**src/rtl/pgc_regs.vh**
```
// Purpose: offsets, field positions, reset values and gate timing for the gate control block
// Assumes: byte-wide management map, 50 MHz system clock
// Notes:   gate times in seconds; cycle counts derived from the clock rate
`ifndef PGC_REGS_VH
`define PGC_REGS_VH
`define PGC_OFS_CLK_SEL      8'hB0
`define PGC_OFS_GATE_CTL     8'hB1
`define PGC_RST_CLK_SEL      8'h00
`define PGC_RST_GATE_CTL     8'h00
`define PGC_GEN_HOST_HI      7
`define PGC_GEN_HOST_LO      4
`define PGC_GEN_MEDIA_HI     3
`define PGC_GEN_MEDIA_LO     0
`define PGC_BIT_ALL_LANES    7
`define PGC_BIT_RSVD         6
`define PGC_BIT_ERR_RESET    5
`define PGC_BIT_AUTO_RESTART 4
`define PGC_GATE_HI          3
`define PGC_GATE_LO          1
`define PGC_BIT_UPD_RATE     0
`define PGC_CSRC_INTERNAL    4'h0
`define PGC_CSRC_REFERENCE   4'h1
`define PGC_CSRC_LANE_FIRST  4'h2
`define PGC_CSRC_LANE_LAST   4'h9
`define PGC_CSRC_OWN_LANE    4'hF
`define PGC_GATE_NONE        3'h0
`define PGC_GATE_CUSTOM      3'h7
`define PGC_CLK_HZ           50000000
`define PGC_GATE_S1          5
`define PGC_GATE_S2          10
`define PGC_GATE_S3          30
`define PGC_GATE_S4          60
`define PGC_GATE_S5          120
`define PGC_GATE_S6          300
`define PGC_TICK_CYC         `PGC_CLK_HZ
`endif

```
**src/rtl/pgc_lane_timer.v**
```verilog
// Purpose: one gate timer counting whole seconds against a target
// Assumes: tick_i is a one-cycle pulse once per second
// Notes:   expiry is a one-cycle pulse; restart reloads in that same cycle
`timescale 1ns/100ps
module pgc_lane_timer (
	input  wire        clk_sys_i,   // system clock
	input  wire        rst_i,       // synchronous reset, active high
	input  wire        hold_i,      // keep timer cleared
	input  wire        run_i,       // lane enabled for timing
	input  wire        tick_i,      // one-second enable
	input  wire [8:0]  target_i,    // gate length in seconds, zero = ungated
	input  wire        restart_i,   // reload on expiry
	output reg         expire_o,    // gate expiry pulse
	output reg         done_o       // gate finished, counting stopped
);
	reg [8:0] secs;

	always @(posedge clk_sys_i) begin
		expire_o <= 1'b0;
		if (rst_i || hold_i) begin
			secs   <= 9'h000;
			done_o <= 1'b0;
		end else if (run_i && !done_o && tick_i && target_i != 9'h000) begin
			if (secs + 9'h001 >= target_i) begin
				expire_o <= 1'b1;
				secs     <= 9'h000;
				done_o   <= ~restart_i;
			end else begin
				secs <= secs + 9'h001;
			end
		end
	end
endmodule // pgc_lane_timer

```
**src/rtl/pgc_gate_ctrl.v**
```verilog
// Purpose: generator clock selection and checker gate/error-information control
// Assumes: byte register port from the management interface; 8 checker lanes per bank
// Notes:   error counters live outside; this block issues clear/freeze/latch commands
//
// Overview of operation
// - host generator clock source from upper nibble
// - media generator clock source from lower nibble
// - scope bit: this bank or all banks
// - error reset clears ratio and counters together
// - reset bit high freezes, snapshots live info
// - reset bit low zeroes live, keeps snapshot
// - single shared timer when per-lane absent
// - per-lane timers held only in this-bank scope, started per bank
// - expiry without restart latches then stops
// - expiry with restart latches, clears, continues
// - every expiry sets gate complete flag
// - gate code selects ungated, fixed or custom
// - ungated mode raises no complete flag
`timescale 1ns/100ps
`include "pgc_regs.vh"
module pgc_gate_ctrl #(
	// clocks per gate second; a bench may shrink it so gates can expire in a short run
	parameter [25:0] TICK_CYC = 26'd`PGC_TICK_CYC
) (
	input  wire        clk_sys_i,       // system clock
	input  wire        rst_i,           // synchronous reset, active high
	input  wire [7:0]  reg_addr_i,      // register byte address
	input  wire [7:0]  reg_wdata_i,     // write data
	input  wire        reg_wr_i,        // write strobe
	output reg  [7:0]  reg_rdata_o,     // read data
	input  wire        per_lane_cap_i,  // per-lane timer capability
	input  wire [7:0]  lane_en_i,       // checker lane enables
	input  wire [8:0]  custom_secs_i,   // custom gate length, seconds
	output reg  [3:0]  host_gen_src_o,  // host generator clock source code
	output reg  [3:0]  media_gen_src_o, // media generator clock source code
	output reg  [7:0]  host_gen_sel_o,  // per-lane host generator clock select
	output reg  [7:0]  media_gen_sel_o, // per-lane media generator clock select
	output reg  [1:0]  host_gen_kind_o, // 0 internal 1 reference 2 recovered 3 invalid
	output reg  [1:0]  media_gen_kind_o,// same for media generators
	output reg         all_banks_o,     // scope of lane operations
	output reg  [7:0]  err_clear_o,     // clear ratio and counters per lane
	output reg  [7:0]  err_freeze_o,    // live error info frozen per lane
	output reg  [7:0]  snap_load_o,     // copy live info to snapshot, pulse
	output reg  [7:0]  latch_upd_o,     // update latched counters, pulse
	output reg  [7:0]  count_en_o,      // error detection active per lane
	output reg  [7:0]  gate_done_o,     // gate complete flag set pulse
	output reg         update_rate_o    // update interval select
);
	reg  [7:0] clk_sel;
	reg  [7:0] gate_ctl;
	reg  [8:0] gate_secs;
	reg  [25:0] sec_cnt;
	reg        tick;
	reg        rst_bit_q;
	wire       err_reset = gate_ctl[`PGC_BIT_ERR_RESET];
	wire       restart   = gate_ctl[`PGC_BIT_AUTO_RESTART];
	wire [2:0] gate_code = gate_ctl[`PGC_GATE_HI:`PGC_GATE_LO];
	wire       start_pul = rst_bit_q & ~err_reset;
	wire [7:0] expire;
	wire [7:0] done;
	wire       sh_expire;
	wire       sh_done;

	// register writes
	always @(posedge clk_sys_i) begin
		if (rst_i) begin
			clk_sel  <= `PGC_RST_CLK_SEL;
			gate_ctl <= `PGC_RST_GATE_CTL;
		end else if (reg_wr_i) begin
			if (reg_addr_i == `PGC_OFS_CLK_SEL) begin
				clk_sel <= reg_wdata_i;
			end else if (reg_addr_i == `PGC_OFS_GATE_CTL) begin
				gate_ctl <= reg_wdata_i;
				gate_ctl[`PGC_BIT_RSVD] <= 1'b0;
			end
		end
	end

	// register reads; unmapped bytes read zero
	always @* begin
		if (reg_addr_i == `PGC_OFS_CLK_SEL) begin
			reg_rdata_o = clk_sel;
		end else if (reg_addr_i == `PGC_OFS_GATE_CTL) begin
			reg_rdata_o = gate_ctl;
		end else begin
			reg_rdata_o = 8'h00;
		end
	end

	// decode a generator clock code into kind and lane mask
	function [9:0] src_decode;
		input [3:0] code;
		begin
			if (code == `PGC_CSRC_INTERNAL) begin
				src_decode = {2'd0, 8'h00};
			end else if (code == `PGC_CSRC_REFERENCE) begin
				src_decode = {2'd1, 8'h00};
			end else if (code >= `PGC_CSRC_LANE_FIRST && code <= `PGC_CSRC_LANE_LAST) begin
				src_decode = {2'd2, 8'h01 << (code - `PGC_CSRC_LANE_FIRST)};
			end else if (code == `PGC_CSRC_OWN_LANE) begin
				src_decode = {2'd2, 8'hFF};
			end else begin
				src_decode = {2'd3, 8'h00};
			end
		end
	endfunction

	always @(posedge clk_sys_i) begin
		if (rst_i) begin
			host_gen_src_o   <= 4'h0;
			media_gen_src_o  <= 4'h0;
			host_gen_kind_o  <= 2'h0;
			media_gen_kind_o <= 2'h0;
			host_gen_sel_o   <= 8'h00;
			media_gen_sel_o  <= 8'h00;
			all_banks_o      <= 1'b0;
			update_rate_o    <= 1'b0;
		end else begin
			host_gen_src_o <= clk_sel[`PGC_GEN_HOST_HI:`PGC_GEN_HOST_LO];
			{host_gen_kind_o, host_gen_sel_o} <=
				src_decode(clk_sel[`PGC_GEN_HOST_HI:`PGC_GEN_HOST_LO]);
			media_gen_src_o <= clk_sel[`PGC_GEN_MEDIA_HI:`PGC_GEN_MEDIA_LO];
			{media_gen_kind_o, media_gen_sel_o} <=
				src_decode(clk_sel[`PGC_GEN_MEDIA_HI:`PGC_GEN_MEDIA_LO]);
			all_banks_o   <= gate_ctl[`PGC_BIT_ALL_LANES];
			update_rate_o <= gate_ctl[`PGC_BIT_UPD_RATE];
		end
	end

	always @* begin
		case (gate_code)
			3'h1:    gate_secs = 9'd`PGC_GATE_S1;
			3'h2:    gate_secs = 9'd`PGC_GATE_S2;
			3'h3:    gate_secs = 9'd`PGC_GATE_S3;
			3'h4:    gate_secs = 9'd`PGC_GATE_S4;
			3'h5:    gate_secs = 9'd`PGC_GATE_S5;
			3'h6:    gate_secs = 9'd`PGC_GATE_S6;
			3'h7:    gate_secs = custom_secs_i;
			default: gate_secs = 9'h000;
		endcase
	end

	// one-second enable; restarted with the timers so gates are whole seconds
	always @(posedge clk_sys_i) begin
		tick <= 1'b0;
		if (rst_i || err_reset) begin
			sec_cnt <= 26'h0;
		end else if (sec_cnt == TICK_CYC - 26'd1) begin
			sec_cnt <= 26'h0;
			tick    <= 1'b1;
		end else begin
			sec_cnt <= sec_cnt + 26'h1;
		end
	end

	always @(posedge clk_sys_i) begin
		if (rst_i) begin
			rst_bit_q <= 1'b0;
		end else begin
			rst_bit_q <= err_reset;
		end
	end

	// shared timer, held by the reset bit
	pgc_lane_timer u_shared (
		.clk_sys_i (clk_sys_i),
		.rst_i     (rst_i),
		.hold_i    (err_reset),
		.run_i     (|lane_en_i),
		.tick_i    (tick),
		.target_i  (gate_secs),
		.restart_i (restart),
		.expire_o  (sh_expire),
		.done_o    (sh_done)
	);

	genvar gi;
	generate
		for (gi = 0; gi < 8; gi = gi + 1) begin : g_lane
			// per-lane timer for enabled lanes of this bank
			pgc_lane_timer u_tmr (
				.clk_sys_i (clk_sys_i),
				.rst_i     (rst_i),
				.hold_i    (err_reset & ~gate_ctl[`PGC_BIT_ALL_LANES]),
				.run_i     (lane_en_i[gi]),
				.tick_i    (tick),
				.target_i  (gate_secs),
				.restart_i (restart),
				.expire_o  (expire[gi]),
				.done_o    (done[gi])
			);

			always @(posedge clk_sys_i) begin
				if (rst_i) begin
					err_clear_o[gi]  <= 1'b0;
					err_freeze_o[gi] <= 1'b0;
					snap_load_o[gi]  <= 1'b0;
					latch_upd_o[gi]  <= 1'b0;
					count_en_o[gi]   <= 1'b0;
					gate_done_o[gi]  <= 1'b0;
				end else begin
					// freeze while bit high, snapshot on rise
					err_freeze_o[gi] <= err_reset & lane_en_i[gi];
					snap_load_o[gi]  <= err_reset & ~rst_bit_q & lane_en_i[gi];
					// ratio and counters cleared in one pulse
					// zero live info on release; snapshot untouched
					err_clear_o[gi] <= lane_en_i[gi] & (start_pul |
						(restart & (per_lane_cap_i ? expire[gi] : sh_expire)));
					// latch on expiry, stop counting after unless restart is set
					latch_upd_o[gi] <= lane_en_i[gi] &
						(per_lane_cap_i ? expire[gi] : sh_expire);
					count_en_o[gi] <= lane_en_i[gi] & ~err_reset &
						~(per_lane_cap_i ? done[gi] : sh_done);
					// ungated timers never expire, so no flag
					gate_done_o[gi] <= lane_en_i[gi] &
						(per_lane_cap_i ? expire[gi] : sh_expire);
				end
			end
		end
	endgenerate
endmodule // pgc_gate_ctrl

```
**config.mk**
```make
export PLATFORM = sky130hd
export DESIGN_NAME = pgc_gate_ctrl
export DESIGN_NICKNAME = d
export VERILOG_FILES = /design/src/rtl/pgc_lane_timer.v /design/src/rtl/pgc_gate_ctrl.v
export VERILOG_INCLUDE_DIRS = /design/src /design/src/rtl
export SDC_FILE = /design/constraint.sdc
export NUM_CORES = 1
export LEC_CHECK = 0
export BUFFER_PORTS_ARGS = -buffer_cell sky130_fd_sc_hd__clkbuf_2
export CORE_MARGIN = 4
export CORE_UTILIZATION = 45
export CTS_BUF_LIST = sky130_fd_sc_hd__clkbuf_4
export DETAILED_ROUTE_END_ITERATION = 8
export PLACE_DENSITY = 0.68
export SYNTH_ARGS = -nofsm -noshare
export SYNTH_HDL_FRONTEND = slang
export SYNTH_HIERARCHICAL = 1
export SYNTH_SLANG_ARGS = --single-unit
```
**constraint.sdc**
```tcl
create_clock -name clk_sys_i -period 3.75 [get_ports clk_sys_i]
set_input_delay 0.5625 -clock clk_sys_i [delete_from_list [all_inputs] [get_ports clk_sys_i]]
set_output_delay 0.5625 -clock clk_sys_i [all_outputs]
set_load 0.02 [all_outputs]
```
# ---- Word-level counts from Yosys, hierarchy flattened
# Index checks and enable logic that the tools add are counted.
# Widths: inputs -> output; s select.
dict set report word_totals {
  reg_bits 212
  word_cells 325
  output_inout_bits 86
}
dict set report op_classes {
  shifts 2
  reduce_logical 69
  n_mux 44
  n_eq_ne 14
  bitwise_logic 89
  addsub 12
  magnitude_cmp 13
}
# operator n
set ops {}
lappend ops {{$mux 9} 15}
lappend ops {{$add 9x1->9 const B} 9}
lappend ops {{$ge 9x9->1} 9}
lappend ops {{$pmux 9 s7} 1}
lappend ops {{$and 1x1->1} 59}
lappend ops {{$logic_and 1x1->1} 29}
lappend ops {{$add 26x1->26 const B} 1}
lappend ops {{$eq 26x26->1 const B} 1}
lappend ops {{$mux 1} 26}
lappend ops {{$reduce_or 2->1} 12}
lappend ops {{$not 1->1} 22}
lappend ops {{$reduce_and 2->1} 10}
lappend ops {{$eq 8x8->1 const B} 2}
lappend ops {{$mux 8} 2}
lappend ops {{$shl 1x4->8 const A} 2}
lappend ops {{$eq 3x3->1 const B} 4}
lappend ops {{$logic_not 1->1} 9}
lappend ops {{$reduce_bool 9->1} 1}
lappend ops {{$eq 4x1->1 const B} 2}
lappend ops {{$eq 4x4->1 const B} 2}
lappend ops {{$ge 4x2->1 const B} 2}
lappend ops {{$le 4x4->1 const B} 2}
lappend ops {{$logic_not 4->1} 2}
lappend ops {{$or 1x1->1} 8}
lappend ops {{7 further kinds} 11}

# ---- Longest topological paths before layout
# Gate-level depths: netlist of the first run.
dict set report depth {
  ltp_word 6
  ltp_mapped 12
  depth_no_buf 10
}

# ---- By module
# Netlist of the first run, hierarchy kept.
# mod cells_per_inst seq_area_each_um2 area_each_um2 n_inst
set modules_own_cells {}
lappend modules_own_cells {pgc_lane_timer 109 220.2 847.1 9}
lappend modules_own_cells {pgc_gate_ctrl 488 2262.2 4464.3 1}

# ---- Least setup slack after synthesis of the first run
# OpenSTA, ideal clock, no wires.
dict set report synth_timing {
  path_type {input to register}
  start {input port custom_secs_i[1]}
  end {register g_lane[0].u_tmr.secs[3]}
  setup_time_ns 0.070
  slack_ns 0.734
  t_arrival_ns 2.945
  n_path_buf 1
  stages 10
  cell_sequence {nand2_1 -> a21boi_0 -> inv_1 -> ha_1 -> a211oi_1 -> nor3_2 -> a211oi_4 -> buf_6 -> nand3_1 -> a21oi_1}
}
dict set report synth_between {
  elab_chain_cells 3
}
# item line_no
set synth_rtl {}
lappend synth_rtl {{from (decl)} pgc_gate_ctrl.v:33} ;# input wire [8:0] custom_secs_i,
lappend synth_rtl {{$pmux 9 s7 *} pgc_gate_ctrl.v:131} ;# case (gate_code)
lappend synth_rtl {{named net gate_secs[1]} pgc_gate_ctrl.v:51} ;# reg [8:0] gate_secs;
lappend synth_rtl {{$ge 9x9->1 / $reduce_bool 9->1 (equally long branches)} {pgc_lane_timer.v:24, pgc_lane_timer.v:23}}
lappend synth_rtl {{$mux 9 / $logic_and 1x1->1 (equally long branches)} {pgc_lane_timer.v:24, pgc_lane_timer.v:23}}
lappend synth_rtl {{to (signal assigned)} pgc_lane_timer.v:29} ;# secs <= secs + 9'h001;
lappend synth_rtl {{to (decl)} pgc_lane_timer.v:16} ;# reg [8:0] secs;
# Mark *: on every way through the listed nets, which the timed path passes. The rest lies on a longest branch.
# A chain may end at the register's enable or synchronous reset.

# ---- Worst setup path in the final report of the first run
dict set report layout_timing {
  start {register g_lane[6].u_tmr.secs[0]}
  end {register g_lane[6].u_tmr.secs[4]}
}
dict set report layout_between {
  elab_chain_cells 3
}
# item line_no
set layout_rtl {}
lappend layout_rtl {{from (decl)} pgc_lane_timer.v:16}
lappend layout_rtl {{from (signal assigned)} pgc_lane_timer.v:29}
lappend layout_rtl {{$add 9x1->9 *} {pgc_lane_timer.v:24, pgc_lane_timer.v:29}}
lappend layout_rtl {{$ge 9x9->1} pgc_lane_timer.v:24} ;# if (secs + 9'h001 >= target_i) begin
lappend layout_rtl {{$mux 9 *} pgc_lane_timer.v:24}
# Mark *: on every way between the ends. The rest lies on a longest branch, timed or not.

==> impl_results.md, run 1 <==
- Total nets after synthesis: 1599
- CTS root buf: sky130_fd_sc_hd__clkbuf_4
- Final hold violations: 0
- Number of buffers between clock root and the deepest sink: 3
- Required @ worst endpoint: 4350 ps
- Global-route wire length before repair: roughly 49000 µm
- Gate count after technology mapping: about 1.5k
- Sw frac: 0.246
- Final standard cell utilization of the core: 0.518
- All-Layer GR Usage: 0.200
- DRT iter0 DRCs: 830
- Placement row count: between 50 and 60
- Pin slew with the least headroom to its limit: 1040 ps
- Crit Path Class: flip-flop to flip-flop
- Category of cells accounting for the largest share of critical-path delay: simple AND/OR/NAND/NOR gates
- Run status: finished, final reports clean
- Post-route DRC: 0
- Critical path launch point type: flip-flop
- Leak Pwr: roughly 0.0053 µW
- Layout Area Growth over Synthesis: 12.3%
- Htree depth: 2
- Portion of total power attributed to combinational logic: 0.027
- Clock latency on the worst-skew pair: 690 ps
- Post-Route WL: just over 30000 µm
- Period utilization: 0.779
- Count of buffers inserted at the top-level ports: 122
- # nets final: 1729
- Filler cell count: 2479
- Avg Synthesized Cell Area: 8.23 µm²
- Worst slew margin: 0.306
- Register bit total from synthesis: roughly 210
- Average wire length per cell after detail routing: 15.3 µm
- Final count of negative-setup-slack endpoints: 0
- Max Transition Viols Final: 0
- Gpl congestion: around 0.86
- DIE WIDTH: 172 µm
- Largest stage delay on the critical path: between 500 and 600 ps
- Category of the worst setup path capture point: flip-flop
- Total of cells resized after clock tree synthesis: 0
- Layout cells sized above 1: 0.185
- Unique cell type count in the Yosys netlist: 54
- Global route overflow: 0
- Leading cell types in the layout, fill and taps excluded: sky130_fd_sc_hd__dfxtp_1 (212), sky130_fd_sc_hd__nand2_1 (202), sky130_fd_sc_hd__a21oi_1 (135)
- Pin count of the biggest net entering global routing: 41
- Via density per instance: about 5.5
- Cell taking the most area after synthesis: sky130_fd_sc_hd__dfxtp_1
- Number of buffers created by CTS: 57
- P_int: 3260 µW
- Std-Cell Core Area: ~26000 µm²
- Reported net switching power: around 1100 µW
- Clock skew after layout: 38.4 ps
- Worst Hold End: gate_ctl[5]$_SDFFE_PP0P_
- Unrepaired setup endpoints after global routing: no
- Max-capacitance violation count: 0
- Clk pin slew, worst setup/hold paths: 70 ps
- Type of the tightest min-delay check: input port to flip-flop
- Worst reg2reg path startpoint: g_lane[6].u_tmr/secs[0]$_SDFFE_PP0P_
- Overall die area: about 30000 µm²
- Vias in the first global route: between 9k and 10k
- Crit-path cells: ha_1 > nand3_4 > nor3_1 > xor2_1 > ha_1 > nand4_1 > nor2_1 > a211oi_4 > nand3_1 > a31oi_1
- Data arrival time of the critical path: about 3500 ps
- Number of I/O pins: 123
- Post-detailed-route count of antenna-violating nets: 0
- Worst Path Buf+Inv: 0
- Slowest library cell on the worst path: sky130_fd_sc_hd__a211oi_4
- Initial antenna violation count: 1
- Most frequent standard cell in the layout excluding fill and tap cells: sky130_fd_sc_hd__dfxtp_1
- YS warnings: 6
- Worst r2r dst: g_lane[6].u_tmr/secs[4]$_SDFFE_PP0P_
- Post-DP HPWL: 21100 µm
- Asr flop ratio synth: 0
- Most repeated library cell on the critical path: sky130_fd_sc_hd__ha_1
- Initial DRT Pass Iterations: 5
- Minimum clock period: 2920 ps
- Largest fanout on the critical path: 14
- DR vias: between 10k and 15k
- Portion of the post-synthesis area used by sequential elements: 0.351
- Post-synth design cell area: 12100 µm²
- Worst voltage drop across the vdd grid: 0.202 mV
- Maximum operating frequency: 342 MHz
- Power per unit of standard cell area: 318 nW/µm²
- Hold_sp: reg_wdata_i[5]
- Share of the synthesized area in the top cell type: 0.351
- Cell types with the largest area share after synthesis: sky130_fd_sc_hd__dfxtp_1 (35%), sky130_fd_sc_hd__ha_1 (9.6%), sky130_fd_sc_hd__nand2_1 (6.3%)
- Worst hold stages: 3
- Fraction of power consumed by sequential logic: 0.524
- Count of cells along the worst register-to-register path: 10
- Setup Buffers After CTS: 0
- Height of the die: 172 µm
- Clock power share: 0.449
- Register-to-register setup slack: just over 800 ps
- Number of enable flip-flop cells after synthesis: 0
- Sink Count: between 200 and 250
- TritonCTS clock tree: done
- Initial Util: 0.461
- Final-layout setup total negative slack: 0 ps
- Flip-flop cell with the highest count after synthesis: sky130_fd_sc_hd__dfxtp_1
- Quantity of hold-fixing buffers added after cts: 0
## logic make-up after synthesis
kind of cell / count (synthesis) / synth area share
AND/OR/NAND/NOR: 643 / 0.286
AO/OA/AOI/OAI: 259 / 0.138
flip-flops: 212 / 0.351
buffers and inverters: 179 / 0.0671
adder cells (fa/ha/maj): 93 / 0.0963
XOR/XNOR: 75 / 0.0543
multiplexers: 8 / 0.00662
## how the worst max path moves through the flow
stage | startpoint | end | slack, ps | cells past startpoint
global route | gate_ctl[1]$_SDFFE_PP0P_ | g_lane[3].u_tmr/secs[4]$_SDFFE_PP0P_ | 570 | 10
global placement | custom_secs_i[0] | g_lane[6].u_tmr/secs[4]$_SDFFE_PP0P_ | 890 | 10
floorplan | custom_secs_i[1] | g_lane[0].u_tmr/secs[3]$_SDFFE_PP0P_ | 730 | 10
CTS | g_lane[6].u_tmr/secs[0]$_SDFFE_PP0P_ | g_lane[6].u_tmr/secs[4]$_SDFFE_PP0P_ | 820 | 10
finish | g_lane[6].u_tmr/secs[0]$_SDFFE_PP0P_ | g_lane[6].u_tmr/secs[4]$_SDFFE_PP0P_ | 830 | 10
detailed placement | g_lane[6].u_tmr/secs[0]$_SDFFE_PP0P_ | g_lane[6].u_tmr/secs[4]$_SDFFE_PP0P_ | 830 | 10
## metrics by stage
stage                     area [µm²]  cells  power (µW)  setup slack (ps)  hold slack [ps]
after floorplan                12100   1469        2380               734              430
after global routing           13600   1982        4540               568             89.7
after CTS                      13600   1981        4390               819             55.3
after detailed placement       12900   1875        2430               832              458
after global placement         12900   1875        2430               885              448
final                          13600   1983        4320               829              120
## layout make-up
cell class	instances	area, µm²	share of cell area
Sequential cell	212	4240	0.313
Clock buffer	77	578	0.0426
Clock inverter	29	125	0.00922
Tap cell	335	419	0.0309
Multi-Input combinational cell	1078	7050	0.520
Inverter	113	424	0.0313
Antenna cell	2	5.00	0.000369
Timing Repair Buffer	137	723	0.0533
## power groups by stage
| stage | logic [µW] | registers (µW) | clock network [µW] |
|---|---|---|---|
| floorplan | 57.2 | 2320 | 0 |
| global placement | 114 | 2320 | 0 |
| detailed placement | 115 | 2320 | 0 |
| CTS | 116 | 2260 | 2010 |
| global route | 126 | 2260 | 2150 |
| finish | 116 | 2260 | 1940 |
## tightest hold or removal path: cells and delay by family
| kind | cells | cell delay [ps] |
|---|---|---|
| buffers and inverters | 1 | 90 |
| AND/OR/NAND/NOR | 1 | 60 |
| AO/OA/AOI/OAI | 1 | 60 |
## flip-flops by register name, summed over array words and instances (netlist names), 4 cells and up
register	flops
snap_load_o	8
host_gen_sel_o	8
clk_sel	8
gate_ctl	7
sec_cnt	26
g_lane.u_tmr/done_o	8
media_gen_sel_o	8
u_shared/secs	9
media_gen_src_o	4
gate_done_o	8
count_en_o	8
host_gen_src_o	4
err_freeze_o	8
g_lane.u_tmr/secs	72
err_clear_o	8
g_lane.u_tmr/expire_o	8
## Yosys cell counts (12+ instances only)
master                     count
sky130_fd_sc_hd__nor4_1       13
sky130_fd_sc_hd__a22o_1       15
sky130_fd_sc_hd__nor2_1       66
sky130_fd_sc_hd__and3_1       24
sky130_fd_sc_hd__nor2b_1      18
sky130_fd_sc_hd__xnor2_1      48
sky130_fd_sc_hd__nand2_1     202
sky130_fd_sc_hd__dfxtp_1     212
sky130_fd_sc_hd__buf_6        12
sky130_fd_sc_hd__buf_2        12
sky130_fd_sc_hd__nand3b_1     13
sky130_fd_sc_hd__nor3b_1      18
sky130_fd_sc_hd__a21oi_1     138
sky130_fd_sc_hd__ha_1         93
sky130_fd_sc_hd__nand2b_1     14
sky130_fd_sc_hd__xor2_1       27
sky130_fd_sc_hd__inv_1       113
sky130_fd_sc_hd__a31oi_1      30
sky130_fd_sc_hd__o21ai_0      19
sky130_fd_sc_hd__or3_1        15
sky130_fd_sc_hd__and2_1       28
sky130_fd_sc_hd__or2_2        20
sky130_fd_sc_hd__nand4_1      27
sky130_fd_sc_hd__clkbuf_1     30
sky130_fd_sc_hd__nor3_2       18
sky130_fd_sc_hd__nor3_1       53
sky130_fd_sc_hd__nand3_1      83
## routing by layer
layer  part of all wire  global-route usage
met1               0.47               0.279
met2               0.45               0.317
met3              0.062              0.0354
met4              0.019              0.0612
met5                  0                   0
(Power assumes the default switching activity.)
==> run 2, diff against run 1 <==
--- a/config.mk
+++ b/config.mk
@@ -11,7 +11,7 @@
 export CORE_UTILIZATION = 45
 export CTS_BUF_LIST = sky130_fd_sc_hd__clkbuf_4
 export DETAILED_ROUTE_END_ITERATION = 8
-export PLACE_DENSITY = 0.68
+export PLACE_DENSITY = 0.7
 export SYNTH_ARGS = -nofsm -noshare
 export SYNTH_HDL_FRONTEND = slang
 export SYNTH_HIERARCHICAL = 1
==> constraint.sdc (replaced) <==
create_clock -name clk_sys_i -period 2.4 [get_ports clk_sys_i]
set_input_delay 0.36 -clock clk_sys_i [delete_from_list [all_inputs] [get_ports clk_sys_i]]
set_output_delay 0.36 -clock clk_sys_i [all_outputs]
set_load 0.02 [all_outputs]
==> run 2 against run 1 <==
  * The run now ends with negative setup slack left
  * Wire length is 25% higher
  * Sequential power is 56% higher
  * Flip-flop and latch count stayed put
  * Register-to-register slack worse by 1100 ps
  * Largest cell class unchanged
  * Largest power group unchanged
==> impl_results.md, run 2 (synthesis results as in run 1) <==
- Run status: finished with violations (was finished, final reports clean)
- Violations in the final reports: negative setup slack
- Max Transition Viols Final: 0 (unchanged)
- Worst reg2reg path startpoint: gate_ctl[1]$_SDFFE_PP0P_ (was g_lane[6].u_tmr/secs[0]$_SDFFE_PP0P_)
- Worst hold stages: 3 (unchanged)
- Number of buffers created by CTS: 57 (unchanged)
- Type of the tightest min-delay check: input port to flip-flop (unchanged)
- # nets final: 1938 (was 1729)
- Layout Area Growth over Synthesis: 40.2% (was 12.3%)
- Period utilization: 1.13 (was 0.779)
- Initial DRT Pass Iterations: 7 (was 5)
- Post-DP HPWL: 22600 µm (was 21100 µm)
- Vias in the first global route: 11.4k (was 9870)
- End of the critical path: u_shared/done_o$_SDFFE_PP0P_ (was g_lane[6].u_tmr/secs[4]$_SDFFE_PP0P_)
- Register-to-register setup slack: -300 ps (was 830 ps)
- Pin slew with the least headroom to its limit: 603 ps (was 1040 ps)
- Layout cells sized above 1: 0.393 (was 0.185)
- Height of the die: 172 µm (unchanged)
- Std-Cell Core Area: 26200 µm² (unchanged)
- GRT Max-Usage Layer: met2 (unchanged)
- Top register by number of flip-flops: g_lane.u_tmr/secs (unchanged)
- Category of the worst setup path capture point: flip-flop (unchanged)
- Final hold violations: 0 (unchanged)
- TritonCTS clock tree: done (unchanged)
- Final setup slack of the worst path: -304 ps (was 829 ps)
- DIE WIDTH: 172 µm (unchanged)
- Power per unit of standard cell area: 403 nW/µm² (was 318 nW/µm²)
- Gpl congestion: 0.870 (was 0.863)
- Sink Count: 212 (unchanged)
- Initial Util: 0.461 (unchanged)
- Filler cell count: 1984 (was 2479)
- Clk pin slew, worst setup/hold paths: 70 ps (about the same)
- DR vias: 12.2k (was 10.8k)
- Met3 Track Usage GR: 0.0464 (was 0.0354)
- Pin count of the biggest net entering global routing: 53 (was 41)
- DRT iter0 DRCs: 892 (was 830)
- Max-capacitance violation count: 0 (unchanged)
- Number of buffers between clock root and the deepest sink: 3 (unchanged)
- Total Power: 6830 µW (was 4320 µW)
- Count of buffers inserted at the top-level ports: 122 (unchanged)
- Unrepaired setup endpoints after global routing: yes (was no)
- Average wire length per cell after detail routing: 17.3 µm (was 15.3 µm)
- Clock latency on the worst-skew pair: 680 ps (was 690 ps)
- Post-detailed-route count of antenna-violating nets: 0 (unchanged)
- Minimum clock period: 2700 ps (was 2920 ps)
- First element of the critical path: gate_ctl[1]$_SDFFE_PP0P_ (was g_lane[6].u_tmr/secs[0]$_SDFFE_PP0P_)
- Post-Route WL: 37800 µm (was 30300 µm)
- Routing usage on met2: 0.389 (was 0.317)
- Leading cell types in the layout, fill and taps excluded: sky130_fd_sc_hd__nand2_1 (191), sky130_fd_sc_hd__dfxtp_1 (187), sky130_fd_sc_hd__buf_4 (158) (was sky130_fd_sc_hd__dfxtp_1 (212), sky130_fd_sc_hd__nand2_1 (202), sky130_fd_sc_hd__a21oi_1 (135))
- Final-layout setup total negative slack: -11200 ps (was 0 ps)
- Global route overflow: 0 (unchanged)
- Final count of negative-setup-slack endpoints: 94 (was 0)
- Most frequent standard cell in the layout excluding fill and tap cells: sky130_fd_sc_hd__nand2_1 (was sky130_fd_sc_hd__dfxtp_1)
- Count of cells along the worst register-to-register path: 12 (was 10)
- Largest fanout on the critical path: 6 (was 14)
- Leak Pwr: 0.00677 µW (was 0.00529 µW)
- Overall die area: 29500 µm² (unchanged)
- All-Layer GR Usage: 0.228 (was 0.200)
- Worst voltage drop across the vdd grid: 0.240 mV (was 0.202 mV)
- M1 GR Usage: 0.286 (was 0.279)
- Maximum operating frequency: 370 MHz (was 342 MHz)
- Via density per instance: 5.58 (was 5.46)
- Critical path launch point type: flip-flop (unchanged)
- Required @ worst endpoint: 3010 ps (was 4350 ps)
- Worst slew margin: 0.594 (was 0.306)
- Largest registers: g_lane.u_tmr/secs: 72 flops, sec_cnt: 26 flops, u_shared/secs: 9 flops (unchanged)
- Number of I/O pins: 123 (unchanged)
- Placement row count: 59 (unchanged)
- Global-route wire length before repair: 55300 µm (was 49000 µm)
- Data arrival time of the critical path: 3320 ps (was 3520 ps)
- Max FFs per register: 72 (unchanged)
- Htree depth: 2 (unchanged)
- CTS root buf: sky130_fd_sc_hd__clkbuf_4 (unchanged)
- Crit Path Class: flip-flop to flip-flop (unchanged)
- Initial antenna violation count: 2 (was 1)
- Worst r2r dst: u_shared/done_o$_SDFFE_PP0P_ (was g_lane[6].u_tmr/secs[4]$_SDFFE_PP0P_)
- Clock skew after layout: 30.7 ps (was 38.4 ps)
- Post-route DRC: 0 (unchanged)
-- run 2: changes by cell type in the layout (fill, tap and decap cells not counted), moves of 12 or more --
cell / previous run / this run
sky130_fd_sc_hd__buf_6: 0 / 27
sky130_fd_sc_hd__dfxtp_1: 212 / 187
sky130_fd_sc_hd__a21oi_1: 135 / 96
sky130_fd_sc_hd__nand3_2: 1 / 33
sky130_fd_sc_hd__buf_12: 0 / 21
sky130_fd_sc_hd__dfxtp_2: 0 / 21
sky130_fd_sc_hd__ha_1: 93 / 61
sky130_fd_sc_hd__clkinv_1: 22 / 8
sky130_fd_sc_hd__buf_4: 15 / 158
sky130_fd_sc_hd__dlygate4sd3_1: 0 / 12
sky130_fd_sc_hd__a21oi_2: 4 / 38
sky130_fd_sc_hd__nand3_1: 83 / 48
sky130_fd_sc_hd__ha_4: 0 / 31
-- run 2: how the worst min path moves through the flow --
stage,from,end
finish,reg_wr_i,gate_ctl[7]$_SDFFE_PP0P_
global route,lane_en_i[0],snap_load_o[0]$_SDFF_PP0_
CTS,lane_en_i[0],err_freeze_o[0]$_SDFF_PP0_
detailed placement,g_lane[5].u_tmr/done_o$_SDFFE_PP0P_,g_lane[5].u_tmr/done_o$_SDFFE_PP0P_
global placement,g_lane[5].u_tmr/done_o$_SDFFE_PP0P_,g_lane[5].u_tmr/done_o$_SDFFE_PP0P_
floorplan,u_shared/done_o$_SDFFE_PP0P_,u_shared/done_o$_SDFFE_PP0P_
-- run 2: through the flow --
step | utilization | setup WS, ps | hold slack [ps] | instance area, µm² | instances
floorplan | - | 0.647 | 430 | 12200 | 1469
global placement | 0.537 | -135 | 447 | 14100 | 2005
detailed placement | 0.537 | -225 | 451 | 14100 | 2005
CTS | 0.607 | -124 | 9.26 | 15900 | 2157
global route | 0.647 | -321 | 27.2 | 16900 | 2183
finish | 0.647 | -304 | 73.5 | 16900 | 2183
-- run 2: critical path: stages, from the launching register on --
cell and delay (ps):
sky130_fd_sc_hd__dfxtp_4 380, sky130_fd_sc_hd__buf_6 120, sky130_fd_sc_hd__buf_4 130, sky130_fd_sc_hd__a31oi_4 230
sky130_fd_sc_hd__buf_12 170, sky130_fd_sc_hd__inv_1 50, sky130_fd_sc_hd__ha_1 270, sky130_fd_sc_hd__nand4_1 180
sky130_fd_sc_hd__nor3_2 380, sky130_fd_sc_hd__a211oi_4 110, sky130_fd_sc_hd__buf_4 160, sky130_fd_sc_hd__or3_1 320
sky130_fd_sc_hd__a21oi_2 120
-- run 2: area by class of cell --
type                       instances  area (µm²)  share of cell area
antenna                            1        2.50            0.000148
clock buffer                      82         616              0.0363
clock inverter                    16        68.8             0.00406
inverter                         113         427              0.0252
multi-input combinational       1080        8390               0.495
sequential                       212        4290               0.253
tap                              335         419              0.0247
timing repair buffer             344        2730               0.161
-- run 2: layer usage --
metal,wire [µm],vias up
met5,0,-
met3,2530,112
li1,-,5809
met4,1410,0
met1,15500,5816
met2,18300,450
-- run 2: where the power goes --
group | leakage [µW] | internal [µW] | total, µW | switching, µW
Sequential | 0.00172 | 3530 | 3530 | 9.04
Clock | 0.000421 | 1560 | 3060 | 1500
Combinational | 0.00463 | 87.9 | 235 | 147
Total | 0.00677 | 5180 | 6830 | 1650
-- run 2: timing repair --
| action | 4_1_cts | 5_1_grt |
|---|---|---|
| hold buffers | 12 | 0 |
| setup endpoints to repair | 97 | 96 |
| buffers inserted | 39 | 31 |
| gates cloned | 5 | 3 |
| endpoints found under the hold margin | 33 | 0 |
| pin swaps | 78 | 126 |
| gates resized for setup | 114 | 176 |
